File: config.mk
export PLATFORM = sky130hd
export DESIGN_NAME = bpi_top
export DESIGN_NICKNAME = d
export VERILOG_FILES = /design/src/verilog/bpi_pkg.sv /design/src/verilog/bpi_top.sv
export SDC_FILE = /design/constraint.sdc
export NUM_CORES = 1
export LEC_CHECK = 0
export BUFFER_PORTS_ARGS = -buffer_cell sky130_fd_sc_hd__buf_2
export CAP_MARGIN = 40
export CELL_PAD_IN_SITES_DETAIL_PLACEMENT = 1
export CELL_PAD_IN_SITES_GLOBAL_PLACEMENT = 1
export CORE_MARGIN = 2
export CORE_UTILIZATION = 35
export CTS_CLUSTER_SIZE = 40
export DETAILED_ROUTE_END_ITERATION = 8
export HOLD_SLACK_MARGIN = 0.08
export PLACE_DENSITY = 0.6
export RECOVER_POWER = 50
export SYNTH_ARGS = -nofsm -noshare
export SYNTH_HDL_FRONTEND = slang
export SYNTH_SLANG_ARGS = --single-unit
File: constraint.sdc
create_clock -name clk -period 9 [get_ports clk]
set_input_delay 1.8 -clock clk [delete_from_list [all_inputs] [get_ports clk]]
set_output_delay 1.8 -clock clk [all_outputs]
set_load 0.01 [all_outputs]
File: src/verilog/bpi_pkg.sv
package bpi_pkg;
   // register byte addresses on the host port
   localparam logic [3:0] BPI_OFS_PSEL = 4'h2;
   localparam logic [3:0] BPI_OFS_PTR = 4'h6;
   localparam logic [3:0] BPI_OFS_DATA = 4'h8;
   localparam logic [3:0] BPI_OFS_FLAGS = 4'hc;
   localparam logic [3:0] BPI_OFS_MASK = 4'hd;
   // pointer register field positions
   localparam int BPI_PTR_RX = 15;
   localparam int BPI_PTR_STEP = 14;
   localparam int BPI_PTR_READ = 13;
   localparam int BPI_PTR_EUD = 12;
   localparam int BPI_PTR_NE = 11;
   localparam int BPI_AW = 11;
   // status flag bit positions
   localparam int BPI_F_DISC = 7;
   localparam int BPI_F_ERCV = 6;
   localparam int BPI_F_EPH = 5;
   localparam int BPI_F_ABRT = 4;
   localparam int BPI_F_ALLOC = 3;
   localparam int BPI_F_TXE = 2;
   localparam int BPI_F_TXC = 1;
   localparam int BPI_F_RCV = 0;
   // reset values
   localparam logic [15:0] BPI_PTR_RST = 16'h0000;
   localparam logic [7:0] BPI_MASK_RST = 8'h00;
   localparam logic [5:0] BPI_PSEL_RST = 6'h00;
   // sizes and levels
   localparam int BPI_FIFO_BYTES = 12;
   localparam logic [7:0] BPI_DISC_FULL = 8'hff;
   localparam int BPI_ERCV_LG2 = 6;
   // read fifo fill time after a pointer load
   localparam int BPI_CLK_NS = 40;
   localparam int BPI_FILL_NS = 370;
   localparam int BPI_FILL_CYC = (BPI_FILL_NS + BPI_CLK_NS - 1) / BPI_CLK_NS;

   typedef enum {BPI_IDLE, BPI_WR, BPI_RD} bpi_mem_st_t;

   // byte request toward packet memory
   typedef struct packed {
      logic req;
      logic we;
      logic rx;
      logic [5:0] pkt;
      logic [10:0] addr;
      logic [7:0] wdata;
   } bpi_mem_req_t;

   // events from the rest of the controller, all on clk
   typedef struct packed {
      logic [7:0] disc_count;
      logic rx_active;
      logic [10:0] rx_bytes;
      logic [4:0] early_receive_level;
      logic link_evt;
      logic wrap_evt;
      logic [4:0] tx_fatal;
      logic link_event_enable;
      logic counter_wrap_enable;
      logic transmit_fault_enable;
      logic counter_read;
      logic transmitter_on;
      logic abort_alloc;
      logic abort_long;
      logic receive_drop_request;
      logic alloc_failed;
      logic tx_fifo_empty;
      logic completion_queue_vacant;
      logic receive_queue_vacant;
      logic mmu_reset;
   } bpi_evt_t;
endpackage : bpi_pkg

File: src/verilog/bpi_top.sv
// The plain strobed port was chosen for this implementation.
`timescale 1ns/1ps
// Function
// - with stepping on, pointer advances by the count of enabled byte lanes per data access
// - receive area select picks receive area and queue packet, else packet select
// - pointer load with read bit starts prefetch; read bit low means writes
// - pointer readback gives next address the host accesses, not prefetch address
// - not-empty bit shows write fifo holds data; host loads pointer only when empty
// - early underrun bit enables detection; without stepping pointer is dword aligned
// - two 12-byte one-way fifos keep byte order for mixed sizes and alignments
// - data port decodes 8 to Bh; byte count from lane enables
// - interrupt output when any flag set with its mask bit; mask word or bytes
// - discard-count-full latches at count FF, clears only on acknowledge
// - early receive flag sets when frame bytes exceed level, held until acknowledged
// - protocol exception merges link, counter wrap and fatal transmit causes, gated
// - exception clears by link enable low, counter read, or transmitter on again
// - receive abort latches on alloc failure, oversize or drop, cleared by acknowledge
// - allocation done flag is complement of allocation failed
// - transmit drained flag latches on fifo empty, held until acknowledged
// - transmit complete is inverse of completion vacant; acknowledge pops one entry
// - receive pending is inverse of receive vacant, acknowledge has no effect
// - packet select holds transmit packet, cleared by reset and memory manager reset
module bpi_top
   import bpi_pkg::*;
#(
   parameter int FIFO_BYTES = BPI_FIFO_BYTES
) (
   input wire logic clk,
   input wire logic arst_n,
   input wire logic [3:0] bus_addr,
   input wire logic [3:0] bus_be,
   input wire logic [31:0] bus_wdata,
   input wire logic bus_wr,
   input wire logic bus_rd,
   output logic [31:0] bus_rdata,
   output logic host_wait_ready,
   output logic irq,
   output logic early_underrun_detect_enable,
   output logic completion_pop,
   output bpi_mem_req_t mem_req,
   input wire logic mem_ack,
   input wire logic [7:0] mem_rdata,
   input wire logic [5:0] rx_queue_pkt,
   input wire bpi_evt_t evt
);
   localparam int CW = $clog2(FIFO_BYTES + 1);
   localparam int IW = $clog2(FIFO_BYTES);

   logic [15:0] ptr_r;
   logic [5:0] psel_r;
   logic [7:0] mask_r;
   logic [7:0] lat_r;
   logic [2:0] eph_cause_r;
   logic [7:0] disc_prev_r;
   logic txe_prev_r;
   logic txon_prev_r;
   logic [3:0] fill_cnt_r;
   logic [18:0] wf_mem [FIFO_BYTES];
   logic [IW-1:0] wf_rd_r, wf_wr_r;
   logic [CW-1:0] wf_cnt_r;
   logic [7:0] rf_mem [FIFO_BYTES];
   logic [IW-1:0] rf_rd_r, rf_wr_r;
   logic [CW-1:0] rf_cnt_r;
   logic [10:0] pf_ptr_r;
   logic pf_on_r, drop_r;
   bpi_mem_st_t st_r;

   // bus decode
   logic w_psel, w_ptr_lo, w_ptr_hi, ptr_load, d_wr, d_rd, w_ack, w_mask_lo;
   logic [2:0] nbytes;
   logic [7:0] flags;
   assign w_psel = bus_wr && bus_addr[3:2] == BPI_OFS_PSEL[3:2] && bus_be[2];
   assign w_ptr_lo = bus_wr && bus_addr[3:2] == BPI_OFS_PTR[3:2] && bus_be[2];
   assign w_ptr_hi = bus_wr && bus_addr[3:2] == BPI_OFS_PTR[3:2] && bus_be[3];
   assign ptr_load = w_ptr_hi; // high byte completes the load
   assign d_wr = bus_wr && bus_addr[3:2] == BPI_OFS_DATA[3:2] && bus_be != 4'h0;
   assign d_rd = bus_rd && bus_addr[3:2] == BPI_OFS_DATA[3:2] && bus_be != 4'h0;
   assign w_ack = bus_wr && bus_addr[3:2] == BPI_OFS_FLAGS[3:2] && bus_be[0];
   assign w_mask_lo = bus_wr && bus_addr[3:2] == BPI_OFS_MASK[3:2] && bus_be[1];
   // byte count of a data access from the lane enables
   assign nbytes = 3'(bus_be[0]) + 3'(bus_be[1]) + 3'(bus_be[2]) + 3'(bus_be[3]);

   // status view: latched flags plus live ones
   always_comb begin
      flags = lat_r;
      flags[BPI_F_EPH] = (eph_cause_r[0] & evt.link_event_enable)
                       | (eph_cause_r[1] & evt.counter_wrap_enable)
                       | (eph_cause_r[2] & evt.transmit_fault_enable);
      flags[BPI_F_ALLOC] = ~evt.alloc_failed;
      flags[BPI_F_TXC] = ~evt.completion_queue_vacant;
      flags[BPI_F_RCV] = ~evt.receive_queue_vacant;
   end

   // pointer register: control bits and host-visible address
   always_ff @(posedge clk or negedge arst_n) begin
      if (!arst_n) begin
         ptr_r <= BPI_PTR_RST;
      end else begin
         if (w_ptr_lo) begin
            ptr_r[7:0] <= bus_wdata[23:16];
         end
         if (w_ptr_hi) begin
            ptr_r[15:12] <= bus_wdata[31:28];
            ptr_r[10:8] <= bus_wdata[26:24];
         end else if ((d_wr || d_rd) && ptr_r[BPI_PTR_STEP]) begin
            ptr_r[10:0] <= ptr_r[10:0] + 11'(nbytes);
         end
         ptr_r[BPI_PTR_NE] <= 1'b0;
      end
   end

   // packet select, cleared also by memory manager reset
   always_ff @(posedge clk or negedge arst_n) begin
      if (!arst_n) begin
         psel_r <= BPI_PSEL_RST;
      end else if (evt.mmu_reset) begin
         psel_r <= BPI_PSEL_RST;
      end else if (w_psel) begin
         psel_r <= bus_wdata[21:16];
      end
   end

   // mask register, word or byte wide
   always_ff @(posedge clk or negedge arst_n) begin
      if (!arst_n) begin
         mask_r <= BPI_MASK_RST;
      end else if (w_mask_lo) begin
         mask_r <= bus_wdata[15:8];
      end
   end

   // write fifo: host pushes bytes in lane order, engine drains
   logic wf_pop, rf_push, rf_flush;
   logic [IW-1:0] wf_idx;
   logic [CW-1:0] wf_room;
   assign wf_room = CW'(FIFO_BYTES) - wf_cnt_r;
   always_ff @(posedge clk or negedge arst_n) begin
      if (!arst_n) begin
         wf_wr_r <= '0;
         wf_rd_r <= '0;
         wf_cnt_r <= '0;
      end else begin
         if (d_wr && !ptr_r[BPI_PTR_READ] && CW'(nbytes) <= wf_room) begin
            wf_wr_r <= IW'((32'(wf_wr_r) + 32'(nbytes)) % FIFO_BYTES);
         end
         if (wf_pop) begin
            wf_rd_r <= IW'((32'(wf_rd_r) + 1) % FIFO_BYTES);
         end
         wf_cnt_r <= wf_cnt_r + ((d_wr && !ptr_r[BPI_PTR_READ] && CW'(nbytes) <= wf_room)
                     ? CW'(nbytes) : CW'(0)) - CW'(wf_pop);
      end
   end

   // write fifo storage, each byte tagged with its buffer address
   always_ff @(posedge clk) begin
      logic [2:0] k;
      k = 3'h0;
      for (int i = 0; i < 4; i++) begin
         if (d_wr && !ptr_r[BPI_PTR_READ] && bus_be[i] && CW'(nbytes) <= wf_room) begin
            wf_mem[IW'((32'(wf_wr_r) + 32'(k)) % FIFO_BYTES)] <=
               {ptr_r[10:0] + 11'(k), bus_wdata[8*i +: 8]};
            k = k + 3'h1;
         end
      end
   end
   assign wf_idx = wf_rd_r;

   // read fifo: engine pushes prefetched bytes, host pops in order
   logic rd_ok;
   assign rd_ok = d_rd && CW'(nbytes) <= rf_cnt_r;
   always_ff @(posedge clk or negedge arst_n) begin
      if (!arst_n) begin
         rf_wr_r <= '0;
         rf_rd_r <= '0;
         rf_cnt_r <= '0;
      end else if (rf_flush) begin
         rf_wr_r <= '0;
         rf_rd_r <= '0;
         rf_cnt_r <= '0;
      end else begin
         if (rf_push) begin
            rf_wr_r <= IW'((32'(rf_wr_r) + 1) % FIFO_BYTES);
         end
         if (rd_ok) begin
            rf_rd_r <= IW'((32'(rf_rd_r) + 32'(nbytes)) % FIFO_BYTES);
         end
         rf_cnt_r <= rf_cnt_r + CW'(rf_push) - (rd_ok ? CW'(nbytes) : CW'(0));
      end
   end
   always_ff @(posedge clk) begin
      if (rf_push) begin
         rf_mem[rf_wr_r] <= mem_rdata;
      end
   end

   // refetch on pointer load, or after each read when stepping is off
   assign rf_flush = ptr_load || (d_rd && !ptr_r[BPI_PTR_STEP]);
   assign wf_pop = st_r == BPI_WR && mem_ack;
   assign rf_push = st_r == BPI_RD && mem_ack && !drop_r && !rf_flush;

   // memory engine: drain writes first, then keep the read fifo topped up
   always_ff @(posedge clk or negedge arst_n) begin
      if (!arst_n) begin
         st_r <= BPI_IDLE;
         mem_req <= '0;
         pf_ptr_r <= '0;
         pf_on_r <= 1'b0;
         drop_r <= 1'b0;
      end else begin
         if (ptr_load) begin
            pf_ptr_r <= {bus_wdata[26:24], w_ptr_lo ? bus_wdata[23:16] : ptr_r[7:0]};
            pf_on_r <= bus_wdata[29];
         end else if (rf_flush) begin
            pf_ptr_r <= ptr_r[10:0];
         end
         if (rf_flush && st_r == BPI_RD && !mem_ack) begin
            drop_r <= 1'b1;
         end
         case (st_r)
            BPI_IDLE: begin
               drop_r <= 1'b0;
               mem_req.rx <= ptr_r[BPI_PTR_RX];
               mem_req.pkt <= ptr_r[BPI_PTR_RX] ? rx_queue_pkt : psel_r;
               if (wf_cnt_r != '0) begin
                  mem_req.req <= 1'b1;
                  mem_req.we <= 1'b1;
                  {mem_req.addr, mem_req.wdata} <= wf_mem[wf_idx];
                  st_r <= BPI_WR;
               end else if (pf_on_r && ptr_r[BPI_PTR_READ] && !rf_flush
                            && rf_cnt_r < CW'(FIFO_BYTES)) begin
                  mem_req.req <= 1'b1;
                  mem_req.we <= 1'b0;
                  mem_req.addr <= pf_ptr_r;
                  st_r <= BPI_RD;
               end
            end
            BPI_WR: begin
               if (mem_ack) begin
                  mem_req.req <= 1'b0;
                  st_r <= BPI_IDLE;
               end
            end
            BPI_RD: begin
               if (mem_ack) begin
                  mem_req.req <= 1'b0;
                  if (!drop_r && !rf_flush) begin
                     pf_ptr_r <= pf_ptr_r + 11'h1;
                  end
                  st_r <= BPI_IDLE;
               end
            end
            default: begin
               st_r <= BPI_IDLE;
               mem_req <= '0;
            end
         endcase
      end
   end

   // wait-ready: low for BPI_FILL_CYC cycles after a pointer load with the read bit
   always_ff @(posedge clk or negedge arst_n) begin
      if (!arst_n) begin
         fill_cnt_r <= '0;
         host_wait_ready <= 1'b1;
      end else begin
         if (ptr_load && bus_wdata[29]) begin
            fill_cnt_r <= 4'(BPI_FILL_CYC);
         end else if (fill_cnt_r != '0) begin
            fill_cnt_r <= fill_cnt_r - 4'h1;
         end
         host_wait_ready <= !(ptr_load && bus_wdata[29]) && fill_cnt_r <= 4'h1;
      end
   end

   // sticky flags: a set in the same cycle as its acknowledge wins
   logic ack_disc, ack_ercv, ack_abrt, ack_txe;
   assign ack_disc = w_ack && bus_wdata[BPI_F_DISC];
   assign ack_ercv = w_ack && bus_wdata[BPI_F_ERCV];
   assign ack_abrt = w_ack && bus_wdata[BPI_F_ABRT];
   assign ack_txe = w_ack && bus_wdata[BPI_F_TXE];
   always_ff @(posedge clk or negedge arst_n) begin
      if (!arst_n) begin
         lat_r <= '0;
         disc_prev_r <= '0;
         txe_prev_r <= 1'b0;
      end else begin
         disc_prev_r <= evt.disc_count;
         txe_prev_r <= evt.tx_fifo_empty;
         if (evt.disc_count == BPI_DISC_FULL && disc_prev_r != BPI_DISC_FULL) begin
            lat_r[BPI_F_DISC] <= 1'b1;
         end else if (ack_disc) begin
            lat_r[BPI_F_DISC] <= 1'b0;
         end
         if (evt.rx_active && 16'(evt.rx_bytes) >
             (16'(evt.early_receive_level) << BPI_ERCV_LG2)) begin
            lat_r[BPI_F_ERCV] <= 1'b1;
         end else if (ack_ercv) begin
            lat_r[BPI_F_ERCV] <= 1'b0;
         end
         if (evt.abort_alloc || evt.abort_long || evt.receive_drop_request) begin
            lat_r[BPI_F_ABRT] <= 1'b1;
         end else if (ack_abrt) begin
            lat_r[BPI_F_ABRT] <= 1'b0;
         end
         if (evt.tx_fifo_empty && !txe_prev_r) begin
            lat_r[BPI_F_TXE] <= 1'b1;
         end else if (ack_txe) begin
            lat_r[BPI_F_TXE] <= 1'b0;
         end
      end
   end

   // protocol exception causes, each with its own clearing path
   always_ff @(posedge clk or negedge arst_n) begin
      if (!arst_n) begin
         eph_cause_r <= '0;
         txon_prev_r <= 1'b0;
      end else begin
         txon_prev_r <= evt.transmitter_on;
         if (evt.link_evt) begin
            eph_cause_r[0] <= 1'b1;
         end else if (!evt.link_event_enable) begin
            eph_cause_r[0] <= 1'b0;
         end
         if (evt.wrap_evt) begin
            eph_cause_r[1] <= 1'b1;
         end else if (evt.counter_read) begin
            eph_cause_r[1] <= 1'b0;
         end
         if (evt.tx_fatal != 5'h00) begin
            eph_cause_r[2] <= 1'b1;
         end else if (evt.transmitter_on && !txon_prev_r) begin
            eph_cause_r[2] <= 1'b0;
         end
      end
   end

   // read data, interrupt and side outputs, all registered
   logic [31:0] rd_nxt;
   always_comb begin
      logic [2:0] k;
      k = 3'h0;
      rd_nxt = '0;
      case (bus_addr[3:2])
         BPI_OFS_PSEL[3:2]: rd_nxt[21:16] = psel_r;
         BPI_OFS_PTR[3:2]: begin
            rd_nxt[31:16] = ptr_r;
            rd_nxt[16 + BPI_PTR_NE] = wf_cnt_r != '0;
         end
         BPI_OFS_DATA[3:2]: begin
            for (int i = 0; i < 4; i++) begin
               if (bus_be[i]) begin
                  rd_nxt[8*i +: 8] = rf_mem[IW'((32'(rf_rd_r) + 32'(k)) % FIFO_BYTES)];
                  k = k + 3'h1;
               end
            end
         end
         BPI_OFS_FLAGS[3:2]: rd_nxt[15:0] = {mask_r, flags};
         default: rd_nxt = '0;
      endcase
   end
   always_ff @(posedge clk or negedge arst_n) begin
      if (!arst_n) begin
         bus_rdata <= '0;
         irq <= 1'b0;
         early_underrun_detect_enable <= 1'b0;
         completion_pop <= 1'b0;
      end else begin
         if (bus_rd) begin
            bus_rdata <= rd_nxt;
         end
         irq <= |(flags & mask_r);
         early_underrun_detect_enable <= ptr_r[BPI_PTR_EUD];
         completion_pop <= w_ack && bus_wdata[BPI_F_TXC];
      end
   end
endmodule : bpi_top

Yosys cells after proc, flatten, opt, wreduce, memory -nomap -nowiden
Memory sizes are Yosys's and may differ from the RTL's.
Index checks and enable logic that the tools add are counted.

storage, ports and cells
  register bits after elaboration = 183
  RAM bits = 324
  input bits = 104
  output and inout bits = 64
  word-level logic and storage cells = 263
  memories = 2

operators by class
  $add $sub $neg = 28
  divide/modulo/power cells = 12
  magnitude comparators = 5
  eq/ne operators = 13
  muxes and demuxes = 75
  bitwise gates (word level) = 10
  reductions and logical operators = 81

memories
  memory  words  bits a word  read ports  clocked after Yosys merged registers in  wr ports  RTL line       source
  wf_mem  12     19           1           0                                        4         bpi_top.sv:58  logic [18:0] wf_mem [FIFO_BYTES];
  rf_mem  12     8            4           0                                        1         bpi_top.sv:61  logic [7:0] rf_mem [FIFO_BYTES];

operator list
  operator               count
  $mod 32x4->32 const B  10
  $mux 32                3
  $mux 11                8
  $eq 32x2->1 const B    2
  $mod 4x4->32 const B   2
  $pmux 32 s2            1
  $mux 8                 7
  $pmux 27 s2            1
  $logic_and 1x1->1      46
  $add 11x3->11          4
  $add 4x3->5            8
  $eq 32x1->1 const B    1
  $eq 32x3->1 const B    1
  $logic_not 32->1       1
  $pmux 16 s2            1
  $mux 3                 10
  $mux 1                 29
  $mux 4                 7
  $reduce_bool 2->1      12
  $pmux 10 s2            1
  $mux 6                 3
  $pmux 6 s3             1
  $add 3x1->3 const B    4
  $reduce_bool 4->1      3
  35 further kinds       58

Logic depth before layout (Yosys ltp)
Gate-level depths: netlist of the first run.

  depth after elaboration = 13
  depth in mapped cells = 29
  gate-level depth less buffers = 26

Least setup slack after synthesis of the first run
No wires, ideal clock.

  path type = input to register
  start = in bus_be[0]
  end = mem wf_mem[6][0], enable pin
  setup time = 0.485 ns
  arrival = 7.874 ns
  data required time = 8.515 ns
  setup slack = 0.641 ns
  stages = 23
  buffers on the path = 2
  cell sequence = fa_1 ha_1 ha_1 ha_1 a211oi_1 nor3_4 nor3_4 buf_4 nand2_1 ha_1 xnor2_1 ha_1 inv_1 fa_1 nand2b_1 a21o_1 inv_1 ha_1 nor2b_1 a211oi_2 o2111ai_1 clkbuf_1 nand4_1

RTL lines
  what             RTL line       source
  start, declared  bpi_top.sv:31  input wire logic [3:0] bus_be,
  end, declared    bpi_top.sv:58

==> summary.md, run 1 <==
| Metric | Value |
|---|---|
| Total GRT Usage | `29.9%` |
| GPL Wtd Cong | `0.917` |
| Largest net degree at the start of global routing | `73` |
| Leakage | `0.0137 µW` |
| Post-synthesis average cell area | `9.92 µm²` |
| Worst reg2reg path depth | `23` |
| Clk_skew | `0.0342 ns` |
| Row count | `112` |
| Worst reg-to-reg setup slack | `2.23 ns` |
| Routed wire length | `147000 µm` |
| Cell repeated most along the worst path | `ha_1` |
| CP max FO | `13` |
| Initial DRC count | `2884` |
| R2r endpoint | `wf_mem[0][15]$_DFFE_PP_` |
| Worst Hold Depth | `1` |
| TritonRoute pass-1 iters | `6` |
| Bufs and invs on worst path | `3` |
| # IOs | `168` |
| Total die area | `0.0968 mm²` |
| Seq/Total Area, Yosys | `41.0%` |
| Clk_lat worst skew | `0.69 ns` |
| Area delta synth->final | `13.0%` |
| Worst path max stage delay | `0.70 ns` |
| Status | `finished with violations` |
| Netlist cell types | `99` |
| CP delay by family, top | `adder cells` |
| Synth area leaders | `edfxtp_1 (29%), dfrtp_1 (11%), mux4_2 (9.3%)` |
| Syn_nets | `3530` |
| CTS Sinks | `476` |
| Finished Cell Area | `0.0373 mm²` |
| Finished Core Util | `39.9%` |
| Remaining DRCs | `0` |
| Worst VDD drop | `0.172 mV` |
| Synth top area share | `29.5%` |
| Setup bufs post-CTS | `0` |
| Initial antenna violation count | `10` |
| Final worst-path cycle share | `91.1%` |
| Max-Cap Viols | `7` |
| Pwr/cell area | `270 mW/mm²` |
| Vias/cell | `6.28` |
| CTS root buffer | `clkbuf_16` |
| First-pass GRT wire length | `214000 µm` |
| Post-synth top area cell | `edfxtp_1` |
| Post-synthesis register bit count | `476` |
| Area of the core | `0.0933 mm²` |
| Reg-to-Reg Start | `wf_cnt_r[0]$_DFF_PN0_` |
| Synth Flop Type | `edfxtp_1` |
| Final Hold Viols | `0` |
| Worst slack at placement | `0.130 ns` |
| H-tree depth | `2` |
| Post-synth ARST share | `31.9%` |
| Cells along the critical path | `clkbuf_1 -> fa_1 -> ha_1 -> ha_1 -> ha_1 -> a211o_1 -> a31oi_2 -> nand3_1 -> ha_1 -> xnor2_1 -> ha_1 -> inv_1 -> fa_1 -> nand2b_1 -> a21o_1 -> inv_1 -> ha_1 -> nor2b_1 -> nand3_1 -> o221ai_2 -> and3_1 -> nor2_2 -> a221oi_2` |
| Mapped Cells | `3326` |
| Min Clock Period, post-route | `8.20 ns` |
| Hold path startpoint | `txe_prev_r$_DFF_PN0_` |
| Slew headroom | `-153%` |
| Cell Area, Synth | `0.0330 mm²` |
| Syn. warnings | `0` |
| Grt total ovfl | `0` |
| Maximum clock insertion buffer count | `3` |
| CP startpoint kind | `primary input` |
| Number of port buffers | `165` |
| CP max-delay cell | `and3_1` |
| Vias in the first global route | `30300` |
| Crit path required time | `9.51 ns` |
| Post-placement cell area | `0.0354 mm²` |
| Worst Max-Slew Pin Slew | `3.79 ns` |
| EDFF count, synth | `324` |
| Post_cts resized | `0` |
| Final layout net count | `3589` |
| CTS tree | `built` |
| Die H | `311 µm` |
| Worst hold-check path type | `reg -> reg` |
| Via count | `29500` |
| Crit Path Class | `in -> reg` |
| Initial core utilization | `35.4%` |
| Die Wd | `311 µm` |
| Failing checks | `capacitance limit, slew limit` |
| Arrival @ worst endpoint | `8.71 ns` |
| Final setup violating endpoints | `0` |
| CP endpoint kind | `register` |
| WHS Endpoint | `flags[2]$_DFFE_PN0P_` |
| Clk pin slew, worst setup/hold paths | `0.06 ns` |
| Fin Hold WS | `0.428 ns` |
| WL/cell | `31.4 µm` |
| Setup WS post-layout | `0.800 ns` |
| Setup_tns | `0 ns` |
| RSZ-0062 raised after global routing | `no` |
| Peak Freq | `122 MHz` |
| Slew Viols, Final | `241` |
| Num CTS Buffers | `58` |
| Hold-fix buffers at CTS | `0` |
| Routed Antenna Nets | `0` |
| DP Wirelength | `105000 µm` |
| Share of cells above drive strength 1 | `16.4%` |
state kept, by name (all words and copies together), names as in the netlist, 6 cells and up:
register and flops:
rf_mem 96, mask_r 8, bus_rdata 32, mem_req 28, ptr_r 15, psel_r 6
wf_mem 228, pf_ptr_r 11, disc_prev_r 8
worst reg2reg max path: cells and delay by family (launching register included):
family / cells / cell delay, ns
adder cells (fa/ha/maj): 6 / 1.96
flip-flops: 1 / 0.44
XOR/XNOR: 2 / 0.38
AND/OR/NAND/NOR: 7 / 2.02
buffers and inverters: 3 / 0.22
AO/OA/AOI/OAI: 5 / 1.60
through the flow:
step,cells,total power (µW)
6_report,4693,10100
4_1_cts,4689,10100
3_5_place_dp,4579,7470
5_1_grt,4691,10500
2_1_floorplan,3326,5820
3_3_place_gp,4554,7250
report_power, final:
| group | internal (µW) | leakage, µW | total (µW) | switching, µW |
|---|---|---|---|---|
| combinational | 1560 | 0.00791 | 4420 | 2860 |
| clock | 1560 | 0.00104 | 2640 | 1080 |
| sequential | 2670 | 0.00478 | 3020 | 351 |
area by class of cell:
type	count	area, µm²
multi-input cells	2436	17700
well taps	1254	1570
fillers	10500	56100
clock inverters	38	462
flip-flops and latches	476	13500
repair buffers	324	1970
diodes	4	10.0
inverters	89	334
clock buffers	72	1650
layout by cell type, fill, tap and decap left out, types with 66 or more instances in the layout:
| master | synthesis | final |
|---|---|---|
| clkbuf_1 | 188 | 102 |
| o21ai_0 | 296 | 298 |
| mux4_2 | 137 | 137 |
| mux2i_1 | 86 | 85 |
| buf_2 | 88 | 82 |
| nand3_1 | 106 | 106 |
| nor2_1 | 298 | 300 |
| o22ai_1 | 175 | 175 |
| ha_1 | 88 | 88 |
| dfrtp_1 | 151 | 148 |
| nand2_1 | 269 | 269 |
| xnor2_1 | 73 | 73 |
| buf_4 | 16 | 137 |
| and3_1 | 66 | 66 |
| inv_1 | 82 | 83 |
| nor3_1 | 83 | 83 |
| a21oi_1 | 133 | 133 |
| xor2_1 | 91 | 91 |
| edfxtp_1 | 324 | 324 |
cells in the mapped netlist, types with 41 or more instances:
cell type / instances
a211oi_1: 64
a21oi_1: 133
and3_1: 66
buf_2: 88
clkbuf_1: 188
dfrtp_1: 151
edfxtp_1: 324
ha_1: 88
inv_1: 82
mux2i_1: 86
mux4_2: 137
nand2_1: 269
nand3_1: 106
nor2_1: 298
nor2b_1: 41
nor3_1: 83
o21ai_0: 296
o22ai_1: 175
xnor2_1: 73
xor2_1: 91
cell families (layout without fill, tap and decap cells):
logic type	Yosys count	after routing	synth area share, %
buffers and inverters	414	523	5.39
and+or+nand+nor	1019	1019	14.9
other	0	4	0
muxes	238	238	12.5
xor gates and xnor gates	167	167	4.50
DFF	476	476	41.0
adders and majority gates	100	100	4.06
AOI/OAI and AO/OA	912	912	17.7
worst max path at each step:
stage | startpoint | endpoint | cells past startpoint
CTS | bus_be[0] | wf_mem[0][15]$_DFFE_PP_ | 23
global route | bus_be[0] | wf_mem[0][16]$_DFFE_PP_ | 23
global placement | bus_be[0] | wf_mem[0][18]$_DFFE_PP_ | 23
finish | bus_be[0] | wf_mem[0][15]$_DFFE_PP_ | 23
detailed placement | bus_be[0] | wf_mem[0][17]$_DFFE_PP_ | 23
floorplan | bus_be[0] | wf_mem[6][0]$_DFFE_PP_ | 23
per-layer routing:
metal / up-vias / GRT usage [%] / share of wire, %
met5: - / 0 / 0.027
met1: 15100 / 38.3 / 40
met2: 1389 / 48.2 / 46
li1: 12600 / - / -
met4: 6 / 15.4 / 5.9
met3: 356 / 5.76 / 8.0
Note: power is estimated with default switching activity, not from simulation.
==> inputs of run 2 (changes only) <==
--- a/config.mk
+++ b/config.mk
@@ -10,11 +10,11 @@
 export CELL_PAD_IN_SITES_DETAIL_PLACEMENT = 1
 export CELL_PAD_IN_SITES_GLOBAL_PLACEMENT = 1
 export CORE_MARGIN = 2
-export CORE_UTILIZATION = 35
+export CORE_UTILIZATION = 50
 export CTS_CLUSTER_SIZE = 40
 export DETAILED_ROUTE_END_ITERATION = 8
 export HOLD_SLACK_MARGIN = 0.08
-export PLACE_DENSITY = 0.6
+export PLACE_DENSITY = 0.81
 export RECOVER_POWER = 50
 export SYNTH_ARGS = -nofsm -noshare
 export SYNTH_HDL_FRONTEND = slang
==> run 2 against run 1 <==
Compared with the run above:
- the flow still finishes with violations (capacitance limit, slew limit)
- largest cell class unchanged
- via count up 6.1%
- global-route usage up 13 points
- setup slack worse by 0.21 ns
- combinational power up 3%
- worst hold slack worse by 0.0092 ns
- count of clock-buffer cells in the layout down 2
- sequential power about the same
- clock power down 8.3%
- sequential share of layout area up 0.46 points
==> summary.md, run 2 (synthesis results as in run 1) <==
| Metric | Value |
|---|---|
| Status | `finished with violations` |
| Failing checks | `capacitance limit, slew limit` |
| Die Wd | `261 µm` |
| Area of the core | `0.0655 mm²` |
| Crit path required time | `9.31 ns` |
| RSZ-0062 raised after global routing | `no` |
| Share of cells above drive strength 1 | `16.7%` |
| Number of port buffers | `165` |
| Clk pin slew, worst setup/hold paths | `0.06 ns` |
| Number of flip-flops in the largest register | `228` |
| Initial DRC count | `4161` |
| Clk_skew | `0.0463 ns` |
| Placed Cells | `4211` |
| Vias/cell | `7.24` |
| CTS tree | `built` |
| TritonRoute pass-1 iters | `8` |
| Worst hold-check path type | `reg -> reg` |
| Final layout net count | `3610` |
| Via count | `31300` |
| Routed wire length | `148000 µm` |
| Reg-to-Reg Start | `wf_cnt_r[0]$_DFF_PN0_` |
| Final worst-path cycle share | `93.4%` |
| Min Clock Period, post-route | `8.41 ns` |
| Final non-filler cell total | `4319` |
| Total GRT Usage | `43.2%` |
| Setup_tns | `0 ns` |
| # IOs | `168` |
| Total die area | `0.0681 mm²` |
| WL/cell | `34.2 µm` |
| CP max FO | `9` |
| Clk_lat worst skew | `0.66 ns` |
| Largest reg by FF count | `wf_mem` |
| Slew headroom | `-131%` |
| First-pass GRT wire length | `215000 µm` |
| Slew Viols, Final | `213` |
| Grt total ovfl | `0` |
| Crit Path Class | `in -> reg` |
| CTS Sinks | `476` |
| Row count | `94` |
| Initial core utilization | `50.4%` |
| Initial antenna violation count | `5` |
| Worst Max-Slew Pin Slew | `3.46 ns` |
| Largest net degree at the start of global routing | `75` |
| Peak Freq | `119 MHz` |
| Top flop regs | `wf_mem (228), rf_mem (96), bus_rdata (32)` |
| Leakage | `0.0137 µW` |
| Pwr/cell area | `271 mW/mm²` |
| Maximum clock insertion buffer count | `3` |
| Post_cts resized | `0` |
| DP Wirelength | `103000 µm` |
| Remaining DRCs | `0` |
| Final Hold Viols | `0` |
| Area delta synth->final | `11.5%` |
| GPL Wtd Cong | `1.03` |
| Routed Antenna Nets | `0` |
| Vias in the first global route | `32300` |
| CP endpoint kind | `register` |
| CTS root buffer | `clkbuf_16` |
| Hold-fix buffers at CTS | `0` |
| Num CTS Buffers | `54` |
| Most frequent cells in the layout | `edfxtp_1 (324), nor2_1 (300), o21ai_0 (297)` |
| CP startpoint kind | `primary input` |
| Worst VDD drop | `0.191 mV` |
| Commonest non-fill, non-tap cell in the layout | `edfxtp_1` |
| Final setup violating endpoints | `0` |
| Die H | `261 µm` |
| Setup bufs post-CTS | `0` |
| Crit. Startpoint | `bus_be[0]` |
| Arrival @ worst endpoint | `8.72 ns` |
| H-tree depth | `2` |
| Max-Cap Viols | `7` |
| Hold path startpoint | `txe_prev_r$_DFF_PN0_` |
[run 2: where the power goes]
group / leakage (µW) / internal (µW) / switching [µW]
Combinational: 0.00804 / 1570 / 2980
Clock: 0.000931 / 1410 / 1020
Sequential: 0.00478 / 2670 / 314
[run 2: metal layers]
| metal | wire [µm] | track usage (%) | up-vias | part of all wire, % |
|---|---|---|---|---|
| li1 | - | - | 12600 | - |
| met1 | 50700 | 50.9 | 15500 | 34 |
| met2 | 65800 | 66.8 | 2375 | 45 |
| met3 | 17600 | 12.4 | 741 | 12 |
| met4 | 13700 | 33.7 | 0 | 9.3 |
| met5 | 0 | 0 | - | 0 |
[run 2: stage by stage]
stage / worst slack [ns] / power (µW) / util (%) / cell area (µm²) / hold slack, ns
4_1_cts: 0.984 / 9820 / 56.5 / 37000 / 0.422
6_report: 0.595 / 9970 / 56.2 / 36800 / 0.419
3_5_place_dp: 0.371 / 7400 / 53.6 / 35100 / 0.414
3_3_place_gp: 0.574 / 7160 / 53.3 / 34900 / 0.411
2_1_floorplan: 0.641 / 5820 / - / 33000 / 0.374
5_1_grt: 0.535 / 10300 / 56.2 / 36800 / 0.448
[run 2: layout make-up]
class                           instances  area (µm²)
Antenna cell                            4        10.0
Clock buffer                           70        1530
Clock inverter                         31         383
Fill cell                            7169       28700
Inverter                               89         334
Multi-Input combinational cell       2436       17700
Sequential cell                       476       13500
Tap cell                              864        1080
Timing Repair Buffer                  349        2190
[run 2: path summary, 6_finish.rpt]
check	to	slack (ns)	cells after the start
worst max-delay path	wf_mem[11][15]$_DFFE_PP_	0.59	25
worst min-delay path	flags[2]$_DFFE_PN0P_	0.42	1
worst max register to register	wf_mem[11][15]$_DFFE_PP_	2.18	24
worst min register to register	flags[2]$_DFFE_PN0P_	0.42	1
max in group asynchronous	rf_rd_r[1]$_DFFE_PN0P_	1.74	3
min in group asynchronous	mem_req[0]$_DFFE_PN0P_	2.29	1
[run 2: critical path: stages]
cell	delay, ns
clkbuf_1	0.24
fa_1	0.55
ha_1	0.24
ha_1	0.31
ha_1	0.34
a211o_1	0.32
a31oi_1	0.26
nand3_1	0.14
buf_4	0.22
inv_1	0.16
ha_1	0.20
buf_4	0.19
nand2_1	0.07
nor2_1	0.20
ha_1	0.39
a21oi_2	0.35
xnor2_1	0.14
ha_1	0.35
nor2b_1	0.09
nand2b_1	0.16
a211o_1	0.31
nand3_1	0.25
nand3_1	0.73
nand4_1	0.37
buf_4	0.33
